## src/include/chan_ops_pkg.sv

```systemverilog
/*
  Shared constants and types for the channel program arithmetic and clear
  operation unit: opcode byte values, widths, reset values and the packed
  structs that carry an instruction and the indicator set.
  Assumes a single synchronous clock domain and 8-bit channel registers.
*/
package chan_ops_pkg;

  // ----------------------------------------------------------------------
  // Widths and reset values
  // ----------------------------------------------------------------------
  localparam int DATA_W = 8;
  localparam int ADDR_W = 16;
  localparam int CRC_W = 16;
  localparam logic [7:0] REG_RESET = 8'h00;
  localparam logic [15:0] CRC_RESET = 16'h0000;
  // Reflected CRC-16 polynomial; a parameter default, not a fixed choice.
  localparam logic [15:0] CRC_POLY = 16'hA001;

  // ----------------------------------------------------------------------
  // Opcode bytes (first instruction byte)
  // ----------------------------------------------------------------------
  localparam logic [7:0] OP_CARRY_ADD = 8'h57;
  localparam logic [7:0] OP_CARRY_ADD_B_TABLE = 8'h7D;
  localparam logic [7:0] OP_CARRY_ADD_R_INDEXED = 8'h8C;
  localparam logic [7:0] OP_CARRY_ADD_R_IMMEDIATE = 8'h96;
  localparam logic [7:0] OP_CARRY_ADD_B_IMMEDIATE = 8'hBA;
  localparam logic [7:0] OP_REWIND_BLOCK = 8'h14;
  localparam logic [7:0] OP_DROP_LAST_CHAR = 8'h13;
  localparam logic [7:0] OP_CRC_UPDATE = 8'h04;
  localparam logic [7:0] OP_ZERO_TABLE_ENTRY = 8'h5F;
  localparam logic [7:0] OP_ZERO_INDEXED_ENTRY = 8'h8F;
  localparam logic [7:0] OP_ZERO_R = 8'h9F;
  localparam logic [7:0] OP_ZERO_B = 8'hBF;
  localparam logic [7:0] OP_BCD_ADD_TABLE = 8'h5A;
  localparam logic [7:0] OP_BCD_ADD_IMMEDIATE = 8'h9A;
  localparam logic [7:0] OP_SUBTRACT_ONE = 8'h50;

  // ----------------------------------------------------------------------
  // Carriers
  // ----------------------------------------------------------------------
  typedef struct packed {
    logic [7:0] opcode;
    logic [7:0] operand;
  } instr_t;

  typedef struct packed {
    logic carry;
    logic sign_indicator;
    logic zero;
  } flags_t;

  localparam flags_t FLAGS_RESET = 3'b000;

endpackage

```

## src/core/chan_ops_unit.sv

```systemverilog
/*
  Execution unit for the carry add, decimal add, decrement, clear, block
  rewind, drop-last-character and block check channel operations.
  Assumes the sequencer presents one instruction per issue pulse, that the
  line control table is reachable through one combinational read port and
  one write strobe, and that the current control block fields are held here.
*/
module chan_ops_unit
  import chan_ops_pkg::*;
#(
  parameter logic [15:0] CRC_POLY_P = CRC_POLY
) (
  // Clock and reset.
  input wire logic ref_clk,
  input wire logic resetn,
  // Instruction issue.
  input wire logic issue,
  input wire instr_t instr,
  // Line control table port; read data answers rd_index in the same cycle.
  output logic [7:0] table_rd_index,
  input wire logic [7:0] table_rd_data,
  output logic table_wr,
  output logic [7:0] table_wr_index,
  output logic [7:0] table_wr_data,
  // Control block loading and store-pointer advance.
  input wire logic block_load,
  input wire logic [15:0] block_init_addr,
  input wire logic [15:0] block_init_range,
  input wire logic store_done,
  // Architectural state seen by the rest of the channel.
  output logic [7:0] r_reg,
  output logic [7:0] b_reg,
  output flags_t flags,
  output logic [15:0] cur_addr,
  output logic [15:0] cur_range,
  output logic [15:0] crc_residue,
  output logic decoded
);

  // ----------------------------------------------------------------------
  // Arithmetic helpers
  // ----------------------------------------------------------------------

  // Binary add with carry in; bit 8 is the carry out of bit seven.
  function automatic logic [8:0] add_c(input logic [7:0] a,
                                       input logic [7:0] b,
                                       input logic ci);
    add_c = {1'b0, a} + {1'b0, b} + {8'h00, ci};
  endfunction

  // Packed decimal add. Each digit is binary-added and corrected by six
  // when above nine; invalid nibbles simply run through the same path,
  // so the result is defined without any check.
  function automatic logic [8:0] bcd_add(input logic [7:0] a,
                                         input logic [7:0] b);
    logic [4:0] lo;
    logic [4:0] hi;
    logic c_lo;
    logic c_hi;
    lo = {1'b0, a[3:0]} + {1'b0, b[3:0]};
    c_lo = (lo > 5'd9);
    if (c_lo) begin
      lo = lo + 5'd6;
    end
    hi = {1'b0, a[7:4]} + {1'b0, b[7:4]} + {4'h0, c_lo};
    // The carry is taken from the compare, not from bit four, because a
    // corrected sum of two bad digits can wrap past five bits.
    c_hi = (hi > 5'd9);
    if (c_hi) begin
      hi = hi + 5'd6;
    end
    bcd_add = {c_hi, hi[3:0], lo[3:0]};
  endfunction

  // Indicators from a 9-bit result holding carry in bit 8.
  function automatic flags_t flags_of(input logic [8:0] res);
    flags_of.carry = res[8];
    flags_of.sign_indicator = res[7];
    flags_of.zero = (res[7:0] == 8'h00);
  endfunction

  // One byte folded into the residue, low bit first.
  function automatic logic [15:0] crc_fold(input logic [15:0] crc,
                                           input logic [7:0] data);
    logic [15:0] c;
    c = crc ^ {8'h00, data};
    for (int i = 0; i < 8; i++) begin
      c = c[0] ? ((c >> 1) ^ CRC_POLY_P) : (c >> 1);
    end
    crc_fold = c;
  endfunction

  // ----------------------------------------------------------------------
  // Decode
  // ----------------------------------------------------------------------
  logic [8:0] alu;
  logic alu_valid;
  logic [15:0] init_addr;
  logic [15:0] init_range;
  logic drop_active;
  logic [15:0] range_gap;

  // Indexed forms address the table through B, direct ones through byte two.
  always_comb begin
    table_rd_index = instr.operand;
    if (instr.opcode == OP_CARRY_ADD_R_INDEXED) begin
      table_rd_index = b_reg;
    end
  end

  // Result and indicator source for all flag-updating operations except drop.
  always_comb begin
    alu = 9'h000;
    alu_valid = 1'b1;
    decoded = 1'b1;
    unique case (instr.opcode)
      OP_CARRY_ADD: alu = add_c(r_reg, table_rd_data, flags.carry);
      OP_CARRY_ADD_B_TABLE: begin
        alu = add_c(b_reg, table_rd_data, flags.carry);
      end
      OP_CARRY_ADD_R_INDEXED: begin
        alu = add_c(r_reg, table_rd_data, flags.carry);
      end
      OP_CARRY_ADD_R_IMMEDIATE: begin
        alu = add_c(r_reg, instr.operand, flags.carry);
      end
      OP_CARRY_ADD_B_IMMEDIATE: begin
        alu = add_c(b_reg, instr.operand, flags.carry);
      end
      OP_BCD_ADD_TABLE: alu = bcd_add(r_reg, table_rd_data);
      OP_BCD_ADD_IMMEDIATE: alu = bcd_add(r_reg, instr.operand);
      // Borrow is reported as carry set when R was zero.
      OP_SUBTRACT_ONE: alu = {1'b0, r_reg} - 9'h001;
      OP_REWIND_BLOCK, OP_DROP_LAST_CHAR, OP_CRC_UPDATE,
      OP_ZERO_TABLE_ENTRY, OP_ZERO_INDEXED_ENTRY,
      OP_ZERO_R, OP_ZERO_B: alu_valid = 1'b0;
      default: begin
        alu_valid = 1'b0;
        decoded = 1'b0;
      end
    endcase
  end

  // Drop is skipped when nothing has been consumed from the block.
  assign range_gap = init_range - cur_range;
  assign drop_active = issue && (instr.opcode == OP_DROP_LAST_CHAR) &&
                       (range_gap != 16'h0000);

  // ----------------------------------------------------------------------
  // Line control table writes
  // ----------------------------------------------------------------------

  // Clears go out as a single-cycle write strobe with zero data.
  always_comb begin
    table_wr = 1'b0;
    table_wr_index = instr.operand;
    table_wr_data = 8'h00;
    if (issue && instr.opcode == OP_ZERO_TABLE_ENTRY) begin
      table_wr = 1'b1;
    end
    if (issue && instr.opcode == OP_ZERO_INDEXED_ENTRY) begin
      table_wr = 1'b1;
      table_wr_index = b_reg;
    end
  end

  // ----------------------------------------------------------------------
  // R and B registers
  // ----------------------------------------------------------------------
  always_ff @(posedge ref_clk) begin
    if (!resetn) begin
      r_reg <= REG_RESET;
    end else if (issue) begin
      unique case (instr.opcode)
        OP_CARRY_ADD, OP_CARRY_ADD_R_INDEXED, OP_CARRY_ADD_R_IMMEDIATE,
        OP_BCD_ADD_TABLE, OP_BCD_ADD_IMMEDIATE, OP_SUBTRACT_ONE: begin
          r_reg <= alu[7:0];
        end
        OP_ZERO_R: r_reg <= REG_RESET;
        default: r_reg <= r_reg;
      endcase
    end
  end

  always_ff @(posedge ref_clk) begin
    if (!resetn) begin
      b_reg <= REG_RESET;
    end else if (issue) begin
      unique case (instr.opcode)
        OP_CARRY_ADD_B_TABLE, OP_CARRY_ADD_B_IMMEDIATE: begin
          b_reg <= alu[7:0];
        end
        OP_ZERO_B: b_reg <= REG_RESET;
        default: b_reg <= b_reg;
      endcase
    end
  end

  // ----------------------------------------------------------------------
  // Indicators
  // ----------------------------------------------------------------------

  // Rewind, block check and clears leave the indicators alone; the drop
  // operation only touches Z, and even a skipped drop reports it.
  always_ff @(posedge ref_clk) begin
    if (!resetn) begin
      flags <= FLAGS_RESET;
    end else if (issue && alu_valid) begin
      flags <= flags_of(alu);
    end else if (issue && instr.opcode == OP_DROP_LAST_CHAR) begin
      flags.zero <= (range_gap == 16'h0000);
    end
  end

  // ----------------------------------------------------------------------
  // Current control block
  // ----------------------------------------------------------------------

  // Initial values are captured when firmware loads a fresh block.
  always_ff @(posedge ref_clk) begin
    if (!resetn) begin
      init_addr <= 16'h0000;
      init_range <= 16'h0000;
    end else if (block_load) begin
      init_addr <= block_init_addr;
      init_range <= block_init_range;
    end
  end

  // A store advances the pointer and consumes range; a drop backs both off
  // by one, so the following store overwrites the dropped character.
  always_ff @(posedge ref_clk) begin
    if (!resetn) begin
      cur_addr <= 16'h0000;
      cur_range <= 16'h0000;
    end else if (block_load) begin
      cur_addr <= block_init_addr;
      cur_range <= block_init_range;
    end else if (issue && instr.opcode == OP_REWIND_BLOCK) begin
      cur_addr <= init_addr;
      cur_range <= init_range;
    end else if (drop_active) begin
      cur_range <= cur_range + 16'h0001;
      cur_addr <= cur_addr - 16'h0001;
    end else if (store_done) begin
      cur_addr <= cur_addr + 16'h0001;
      cur_range <= cur_range - 16'h0001;
    end
  end

  // ----------------------------------------------------------------------
  // Block check residue
  // ----------------------------------------------------------------------
  always_ff @(posedge ref_clk) begin
    if (!resetn) begin
      crc_residue <= CRC_RESET;
    end else if (issue && instr.opcode == OP_CRC_UPDATE) begin
      crc_residue <= crc_fold(crc_residue, r_reg);
    end
  end

endmodule // chan_ops_unit

```

## config.mk

```make
export PLATFORM = sky130hd
export DESIGN_NAME = chan_ops_unit
export DESIGN_NICKNAME = d
export VERILOG_FILES = /design/src/include/chan_ops_pkg.sv /design/src/core/chan_ops_unit.sv
export SDC_FILE = /design/constraint.sdc
export NUM_CORES = 1
export LEC_CHECK = 0
export BUFFER_PORTS_ARGS = -buffer_cell sky130_fd_sc_hd__buf_2
export CAP_MARGIN = 20
export CORE_ASPECT_RATIO = 0.8
export CORE_MARGIN = 1.5
export CORE_UTILIZATION = 50
export DETAILED_ROUTE_END_ITERATION = 8
export GPL_ROUTABILITY_DRIVEN = 0
export GPL_TIMING_DRIVEN = 0
export HOLD_SLACK_MARGIN = 0.05
export PLACE_DENSITY = 0.72
export SYNTH_ARGS = -nofsm -noshare
export SYNTH_HDL_FRONTEND = slang
export SYNTH_SLANG_ARGS = --single-unit
```

## constraint.sdc

```tcl
create_clock -name ref_clk -period 13.5 [get_ports ref_clk]
set_clock_uncertainty 0.15 [all_clocks]
set_input_delay 1.35 -clock ref_clk [delete_from_list [all_inputs] [get_ports ref_clk]]
set_output_delay 1.35 -clock ref_clk [all_outputs]
set_load 0.01 [all_outputs]
```

Word level (Yosys, flattened, before mapping)
Cells that the tools add are included.

$add $sub $neg: 24. Multiply operators: 0. Div/mod/pow operators: 0. $lt $le $gt $ge: 4. Equality and inequality tests: 15. Shift-type cells: 0. Mux-type cells: 31. Bitwise logic cells: 9. Reductions and logical operators: 21.

Operators with widths (count): 16-bit two-way mux (16); 9-bit case mux with 7 select lines (1); 8-bit equality test, second input constant (7); 8-bit by 7-bit equality test with 1-bit output, second input constant (5); 8-bit by 8-bit adder with 9-bit output (4); 9-bit by 1-bit adder with 9-bit output (4); 16-bit by 1-bit adder with 16-bit output, second input constant (2); 8-bit case mux with 2 select lines (2); 16-bit by 1-bit subtractor with 16-bit output, second input constant (2); 2-bit inverter with 3-bit output (8); 4-bit by 4-bit adder with 5-bit output (4); 5-bit by 4-bit greater-than comparator with 1-bit output, second input constant (4); 4-bit by 3-bit adder with 4-bit output, second input constant (4); 8-bit by 5-bit equality test with 1-bit output, second input constant (2); 16-bit zero test (1); 4-bit two-way mux (4); 8-bit two-way mux (2); 16-bit nonzero test (1); 16-bit subtractor (1); 16-bit by 8-bit bitwise XOR with 16-bit output (1); 15-bit OR reduction (1); 5-bit by 1-bit adder with 5-bit output (2); 8-bit by 1-bit subtractor with 9-bit output, second input constant (1); 8-bit by 3-bit equality test with 1-bit output, second input constant (1); 9 further kinds (24).

Bits in registers: 99. Latch bits: 0. RAM bits: 0. ROM bits: 0. Input bits: 61. Output and inout bits: 93. Word-level logic and storage cells: 114. Memories kept: 0.

Logic depth before layout (Yosys ltp)
Gate-level depths: netlist of run 1.

Depth after elaboration: 17. Depth in mapped cells: 22. Depth with buffers taken out: 21.

Worst setup path before layout of run 1
OpenSTA, ideal clock, no wires.

Path type: input to register. From: input port instr[0] (netlist name). To: register flags[0] (netlist name). Setup time: 0.058 ns. Arrival: 5.371 ns. Data required time: 13.292 ns. Slack: 7.921 ns. Stages on the path: 19. Buffers on the path: 0. Cells stage by stage: ha_1 > inv_1 > fa_1 > xor2_1 > nand2_1 > a21oi_1 > fa_1 > inv_1 > fa_1 > xnor2_1 > ha_1 > a22oi_1 > a311oi_1 > nor2_1 > xor2_1 > o21ai_0 > a2111oi_1 > nor3b_1 > a31o_2.

Cells in the longest elaborated chain, start to end: 8. Elaborated cells between the ends (all ways): 15. Those cells by class: 8 x add/sub; 2 x order compare; 4 x mux; 1 x reduce/logical.

Ends and longest elaborated chain: from (decl) (RTL line chan_ops_unit.sv:18) `input wire instr_t instr,`; 4-bit by 4-bit adder with 5-bit output (RTL line chan_ops_unit.sv:60) `lo = {1'b0, a[3:0]} + {1'b0, b[3:0]};`; 5-bit by 4-bit greater-than comparator with 1-bit output (RTL line chan_ops_unit.sv:61) `c_lo = (lo > 5'd9);`; 5-bit by 1-bit adder with 5-bit output (RTL line chan_ops_unit.sv:65) `hi = {1'b0, a[7:4]} + {1'b0, b[7:4]} + {4'h0, c_lo};`; 4-bit by 3-bit adder with 4-bit output / 5-bit by 4-bit greater-than comparator with 1-bit output (equally long branches) (RTL line chan_ops_unit.sv:70, chan_ops_unit.sv:68); 4-bit two-way mux (RTL line chan_ops_unit.sv:69) `if (c_hi) begin`; 9-bit case mux with 7 select lines (*) (RTL line chan_ops_unit.sv:116) `unique case (instr.opcode)`; 8-bit zero test (*) (RTL line chan_ops_unit.sv:79) `flags_of.zero = (res[7:0] == 8'h00);`; 1-bit two-way mux (*) (RTL line chan_ops_unit.sv:208) `end else if (issue && alu_valid) begin`; to (signal assigned) (RTL line chan_ops_unit.sv:209) `flags <= flags_of(alu);`; to (decl) (RTL line chan_ops_unit.sv:33) `output flags_t flags,`.

Every way passes the cells marked *; elsewhere a longest branch is shown, timed or not. A chain may end at the register's enable or synchronous reset.

Worst setup path after layout of run 1
Same ends and word-level chain as after synthesis.

==> results.txt, run 1 <==
----------------------------------------------------
[Synthesis]
  Number of enable-type register cells in the synthesized netlist ... 0
  Dominant synthesized flop cell ... dfxtp_1
  Post-synthesis sequential element count ... 99
  Netlist cell types ... 81
  Netlist area before placement ... 0.00930 mm^2
  Mean instance size in the synthesized netlist ... 8.21 um^2
  Post-synthesis instance total ... 1133
  Warnings, synthesis ... 0
  Post-synth ARST share ... 0
  Sequential element share of the synthesized area ... 0.213

[CTS]
  Hold buffer count at CTS ... 0
  CTS root buf ... clkbuf_16
  Maximum root-to-sink buffer count ... 2
  Post-CTS resize count ... 0
  Number of sinks driven by the clock tree ... 99
  Clock latency at the later pin of the worst-skew pair ... 350 ps
  Number of levels in the clock H-tree ... 3
  Post-CTS Setup Repair Bufs ... 0
  Number of buffers inserted during clock tree synthesis ... 9
  Register clock-pin slew on the reported worst setup and hold paths ... 70 ps
  Clock tree from TritonCTS ... done

[Pwr]
  Portion of total power attributed to the clock network ... 0.278
  Net switching power of the design ... 0.000325 W
  Maximum vdd ir drop ... 0.0548 mV
  Sequential power share ... 0.358
  Cell internal pwr ... 0.000590 W
  Power per unit of standard cell area ... 86.2 mW/mm^2
  Part of the total power dissipated in combinational logic ... 0.364
  Switching share of power ... 0.355
  Leakage power figure ... 5.09 nW

[STA]
  Setup violators final ... 0
  Setup repair after global routing missed its margin ... no
  Final Max Slew Viols ... 0
  Count of final hold-check violations ... 0
  Shortest clock period the worst path allows after layout ... 6610 ps
  Sum of negative setup slack ... 0 ps
  Worst slew pin tran ... 1180 ps
  Period Utilization, post-route ... 0.489
  Worst slew margin ... 0.206
  Achievable Freq ... 151 MHz

[GRT]
  Number of global-route vias before repair ... 8087
  Largest net degree at the start of global routing ... 19
  Total congestion overflow after global routing ... 0
  Antenna violations before repair ... 1
  Global-route usage over all layers ... 0.282
  First-pass GRT wire length ... 43500 um

[Drt]
  Detailed Routing Iterations Pass 1 ... 5
  Average via count per standard cell ... 5.90
  WL final ... 27900 um
  Number of violations reported at the end of detailed-routing iteration 0 ... 798
  Avg WL per Cell ... 18.2 um
  # DRC ... 0
  Count of vias placed by the detailed router ... 9022
  Routed Antenna Nets ... 0

[Worst setup path]
  Type of element launching the critical path ... primary input
  Required arrival time at the worst endpoint ... 13650 ps
  Most frequent CP cell ... fa_1
  Category of the most critical setup path ... in2reg
  Register-to-Register Setup Slack ... 7310 ps
  Origin of the worst setup path ... instr[0]
  Longest individual stage delay on the worst path ... 800 ps
  Worst R2R Start ... r_reg[1]$_SDFFE_PN0P_
  Critical Path AT ... 6760 ps
  List of cells traversed by the critical path ... buf_2 > ha_1 > inv_1 > fa_1 > xor2_1 > nand2_1 > a21oi_1 > fa_1 > inv_1 > fa_1 > xnor2_1 > ha_1 > a22oi_1 > a311oi_1 > nor2_1 > xor2_1 > o21ai_0 > a2111oi_1 > nor3b_1 > a31o_2
  Kind of cell adding the most delay to the critical path ... compound AO/OA/AOI/OAI gates
  Critical path fanouts, max ... 5
  Type of element capturing the critical path ... flop
  Total buffers and inverters traversed by the critical path ... 3
  Critical path's slowest cell ... a2111oi_1

[Floorplanning]
  Die Span Y ... 125 um
  Die width ... 155 um
  I/O Pins ... 154
  Placeable core region ... 0.0182 mm^2
  Count of standard-cell rows ... 44
  Die ar. ... 0.0194 mm^2
  Initial core utilization ... 0.512

[Placement]
  I/O Buffers ... 141
  Placed cell count ... 1511
  HPWL after DPL ... 21700 um

[Final layout]
  Layout fillers ... 1687
  Combined area of the multi-input logic cells ... 0.00682 mm^2
  Antenna cells ... 0
  Share of final-layout standard cells stronger than drive strength 1 ... 0.170
  Final Instance Count excl. Fillers ... 1528
  Area added between synthesis and finish ... 14.1%
  Leading cell types in the layout, fill and taps excluded ... 145 x buf_2, 99 x dfxtp_1, 96 x nand2_1
  Most frequent standard cell in the layout excluding fill and tap cells ... buf_2
  Reg area ... 0.00198 mm^2
  Number of nets in the layout ... 1448

[Run status]
  Run status ... complete, no violations

[Job]
  Count of max-cap constraint violations ... 0

[Min path]
  Class of the most critical hold timing path ... reg2reg
  Worst Min Path Start ... init_addr[1]$_SDFFE_PN0P_

----------------------------------------------------
## routing by layer
layer | global-route usage | part of all wire
met5 | 0 | 0.00025
met4 | 0.0571 | 0.017
met3 | 0.0672 | 0.093
met2 | 0.402 | 0.41
met1 | 0.428 | 0.48
## cells in the mapped netlist, types with 11 or more instances
cell	number	area, um^2
clkbuf_1	32	120
and2_1	11	68.8
a21o_1	12	90.1
nor3_1	25	125
ha_1	78	976
o21a_1	15	113
a21boi_0	15	113
mux2_2	30	338
o211a_1	18	180
mux2i_1	65	651
nand3_1	15	75.1
nor2b_1	71	444
inv_1	69	259
nor2_1	54	203
dfxtp_1	99	1980
a21oi_1	88	440
fa_1	16	320
o21ai_0	56	280
xor2_1	29	254
xnor2_1	54	473
nand2_1	96	360
## power by group through the flow
stage | Combinational [W] | Sequential (W) | Clock (W)
after floorplan | 0.000240 | 0.000334 | 0
after global placement | 0.000320 | 0.000334 | 0
after detailed placement | 0.000325 | 0.000334 | 0
after CTS | 0.000328 | 0.000327 | 0.000255
after global routing | 0.000366 | 0.000330 | 0.000270
final | 0.000333 | 0.000328 | 0.000254
## worst paths after layout
kind                            cells past startpoint                         to
worst max-delay path                               20      flags[0]$_SDFFE_PN0P_
worst max register to register                     18      flags[0]$_SDFFE_PN0P_
worst min-delay path                                2  init_addr[1]$_SDFFE_PN0P_
worst min register to register                      2  init_addr[1]$_SDFFE_PN0P_
## stage by stage
stage	total power, W	hold WS, ps	util	setup WS, ps	instance area, um^2
2_1_floorplan	0.000574	299	-	7920	9320
3_3_place_gp	0.000654	310	0.568	6780	10300
3_5_place_dp	0.000659	316	0.568	6660	10300
4_1_cts	0.000910	326	0.584	7010	10600
5_1_grt	0.000966	355	0.584	6510	10600
6_report	0.000915	324	0.584	6890	10600
## cell families (layout without fill, tap and decap cells)
family,count (synthesis),after routing,share of synthesized area
XOR/XNOR,85,85,0.0824
other,1,8,0.000403
multiplexers,95,95,0.106
AND/OR/NAND/NOR,336,336,0.187
AO/OA/AOI/OAI,299,299,0.214
adder cells (fa/ha/maj),94,94,0.139
flip-flops,99,99,0.213
buffers and inverters,124,282,0.0564
## area by class of cell
cell class / instances / area share
multi-input combinational: 917 / 0.642
sequential: 99 / 0.187
timing repair buffer: 142 / 0.0672
tap: 230 / 0.0271
inverter: 72 / 0.0255
buffer: 52 / 0.0239
clock buffer: 10 / 0.0225
clock inverter: 6 / 0.00460
## tightest hold or removal path: cells and delay by family (launching register included)
family           cells  cell delay (ps)
flip-flops           1              310
AO/OA/AOI/OAI        1               70
AND/OR/NAND/NOR      1               50
Power figures use the tool's default switching activity.
==> run 2: changes to the inputs <==
==> constraint.sdc (replaced) <==
create_clock -name ref_clk -period 6.45 [get_ports ref_clk]
set_clock_uncertainty 0.15 [all_clocks]
set_input_delay 0.645 -clock ref_clk [delete_from_list [all_inputs] [get_ports ref_clk]]
set_output_delay 0.645 -clock ref_clk [all_outputs]
set_load 0.01 [all_outputs]
==> run 2 against run 1 <==
Compared with the run above: core utilization about the same; non-clock buffer count unchanged; worst hold slack improved by 5.4 ps; final cell count unchanged.
==> results.txt, run 2 (synthesis results as in run 1) <==
----------------------------------------------------
[CTS]
  Maximum root-to-sink buffer count ... 2 (unchanged)
  Hold buffer count at CTS ... 0 (unchanged)
  Number of levels in the clock H-tree ... 3 (unchanged)
  Register clock-pin slew on the reported worst setup and hold paths ... 70 ps (about the same)
  Number of sinks driven by the clock tree ... 99 (unchanged)
  Clock tree from TritonCTS ... done (unchanged)
  Post-CTS Setup Repair Bufs ... 0 (unchanged)
  Number of buffers inserted during clock tree synthesis ... 9 (unchanged)
  CTS root buf ... clkbuf_16 (unchanged)
  Clock latency at the later pin of the worst-skew pair ... 350 ps (about the same)

[Drt]
  # DRC ... 0 (unchanged)
  Average via count per standard cell ... 5.91 (was 5.90)
  Detailed Routing Iterations Pass 1 ... 5 (unchanged)
  Avg WL per Cell ... 18.3 um (was 18.2 um)
  Routed Antenna Nets ... 0 (unchanged)
  Count of vias placed by the detailed router ... 9033 (was 9022)
  Number of violations reported at the end of detailed-routing iteration 0 ... 740 (was 798)
  WL final ... 27900 um (about the same)

[Floorplanning]
  Initial core utilization ... 0.512 (unchanged)
  Die Span Y ... 125 um (unchanged)
  Die ar. ... 0.0194 mm^2 (unchanged)
  Placeable core region ... 0.0182 mm^2 (unchanged)
  Count of standard-cell rows ... 44 (unchanged)
  I/O Pins ... 154 (unchanged)
  Die width ... 155 um (unchanged)

[STA]
  Setup violators final ... 0 (unchanged)
  Period Utilization, post-route ... 0.924
  Shortest clock period the worst path allows after layout ... 5960 ps
  Sum of negative setup slack ... 0 ps (unchanged)
  Worst slew margin ... 0.150 (was 0.206)
  Achievable Freq ... 168 MHz
  Count of final hold-check violations ... 0 (unchanged)
  Worst slew pin tran ... 1260 ps (was 1180 ps)
  Setup repair after global routing missed its margin ... no (unchanged)
  Post-route worst hold slack ... 329 ps (was 324 ps)
  Final Max Slew Viols ... 0 (unchanged)

[Pwr]
  Total power after layout ... 0.00192 W (was 0.000915 W)
  Cell internal pwr ... 0.00123 W (was 0.000590 W)
  Maximum vdd ir drop ... 0.115 mV (was 0.0548 mV)
  Sequential power share ... 0.358 (about the same)
  Leakage power figure ... 5.09 nW (about the same)
  Power per unit of standard cell area ... 180 mW/mm^2 (was 86.2 mW/mm^2)
  Switching share of power ... 0.356 (was 0.355)
  Part of the total power dissipated in combinational logic ... 0.364 (about the same)
  Portion of total power attributed to the clock network ... 0.278 (about the same)
  Net switching power of the design ... 0.000682 W (was 0.000325 W)

[Worst setup path]
  Type of element launching the critical path ... flop (was primary input)
  Category of the most critical setup path ... reg2reg (was in2reg)
  Required arrival time at the worst endpoint ... 6600 ps (was 13650 ps)
  Critical path fanouts, max ... 8 (was 5)
  Critical Path AT ... 6110 ps (was 6760 ps)
  Number of cells on the worst reg-to-reg path ... 18 (unchanged)
  Type of element capturing the critical path ... flop (unchanged)

[Final layout]
  Share of final-layout standard cells stronger than drive strength 1 ... 0.171 (was 0.170)
  Antenna cells ... 0 (unchanged)
  Combined area of the multi-input logic cells ... 0.00682 mm^2 (about the same)
  Area added between synthesis and finish ... 14.2% (was 14.1%)
  Layout fillers ... 1685 (was 1687)
  Leading cell types in the layout, fill and taps excluded ... 145 x buf_2, 99 x dfxtp_1, 96 x nand2_1 (unchanged)
  Most frequent standard cell in the layout excluding fill and tap cells ... buf_2 (unchanged)
  Reg area ... 0.00198 mm^2 (unchanged)
  Number of nets in the layout ... 1448 (unchanged)
  Final standard cell utilization of the core ... 0.584 (about the same)

[Placement]
  I/O Buffers ... 141 (unchanged)
  HPWL after DPL ... 21700 um (unchanged)

[Run status]
  Run status ... complete, no violations (unchanged)

[GRT]
  First-pass GRT wire length ... 43500 um (unchanged)
  Number of global-route vias before repair ... 8087 (unchanged)
  Global-route usage over all layers ... 0.282 (unchanged)
  Antenna violations before repair ... 1 (unchanged)
  Total congestion overflow after global routing ... 0 (unchanged)
  Largest net degree at the start of global routing ... 19 (unchanged)

[Min path]
  Class of the most critical hold timing path ... reg2reg (unchanged)
  Number of cells on the worst hold path ... 2 (unchanged)

[Job]
  Count of max-cap constraint violations ... 0 (unchanged)

----------------------------------------------------
run 2: layout make-up:
class / instances / share of cell area
well taps: 230 / 0.0271
plain buffers: 52 / 0.0239
clock buffers: 10 / 0.0225
flip-flops and latches: 99 / 0.187
inverters: 72 / 0.0255
clock inverters: 6 / 0.00460
multi-input cells: 917 / 0.643
repair buffers: 142 / 0.0672
run 2: repair_timing:
item                       CTS  global route
hold endpoints to repair     0             0
resized for setup            0             1
setup endpoints to repair    0             4
run 2: path summary, 6_finish.rpt:
kind / start / endpoint / slack, ps
worst min-delay path: init_addr[1]$_SDFFE_PN0P_ / init_addr[1]$_SDFFE_PN0P_ / 330
worst max-delay path: r_reg[1]$_SDFFE_PN0P_ / flags[0]$_SDFFE_PN0P_ / 490
worst min register to register: init_addr[1]$_SDFFE_PN0P_ / init_addr[1]$_SDFFE_PN0P_ / 330
worst max register to register: r_reg[1]$_SDFFE_PN0P_ / flags[0]$_SDFFE_PN0P_ / 490
run 2: metrics by stage:
step / worst slack (ps) / instance area (um^2) / cells
after floorplan: 1580 / 9320 / 1140
after global placement: 439 / 10300 / 1511
after detailed placement: 320 / 10300 / 1511
after CTS: 397 / 10600 / 1527
after global routing: 188 / 10600 / 1528
final: 488 / 10600 / 1528
run 2: power groups by stage:
stage / registers (W) / logic, W / clock network, W
global placement: 0.000698 / 0.000670 / 0
finish: 0.000686 / 0.000698 / 0.000532
CTS: 0.000685 / 0.000686 / 0.000534
detailed placement: 0.000699 / 0.000681 / 0
floorplan: 0.000700 / 0.000501 / 0
global route: 0.000691 / 0.000767 / 0.000565
run 2: routing by layer:
layer / global-route usage / part of all wire
met5: 0 / 0.00025
met2: 0.402 / 0.41
met4: 0.0571 / 0.017
met3: 0.0672 / 0.095
met1: 0.428 / 0.48
run 2: worst max-delay path, stage by stage, from the launching register on:
cell	delay, ps
dfxtp_1	620
inv_1	300
fa_1	490
xor2_1	300
nand2_1	110
a21oi_1	450
fa_1	360
inv_1	80
fa_1	440
xnor2_1	230
ha_1	200
a22oi_1	100
a311oi_1	600
nor2_1	110
xor2_1	210
o21ai_0	130
a2111oi_2	580
nor3b_1	270
a31o_2	180
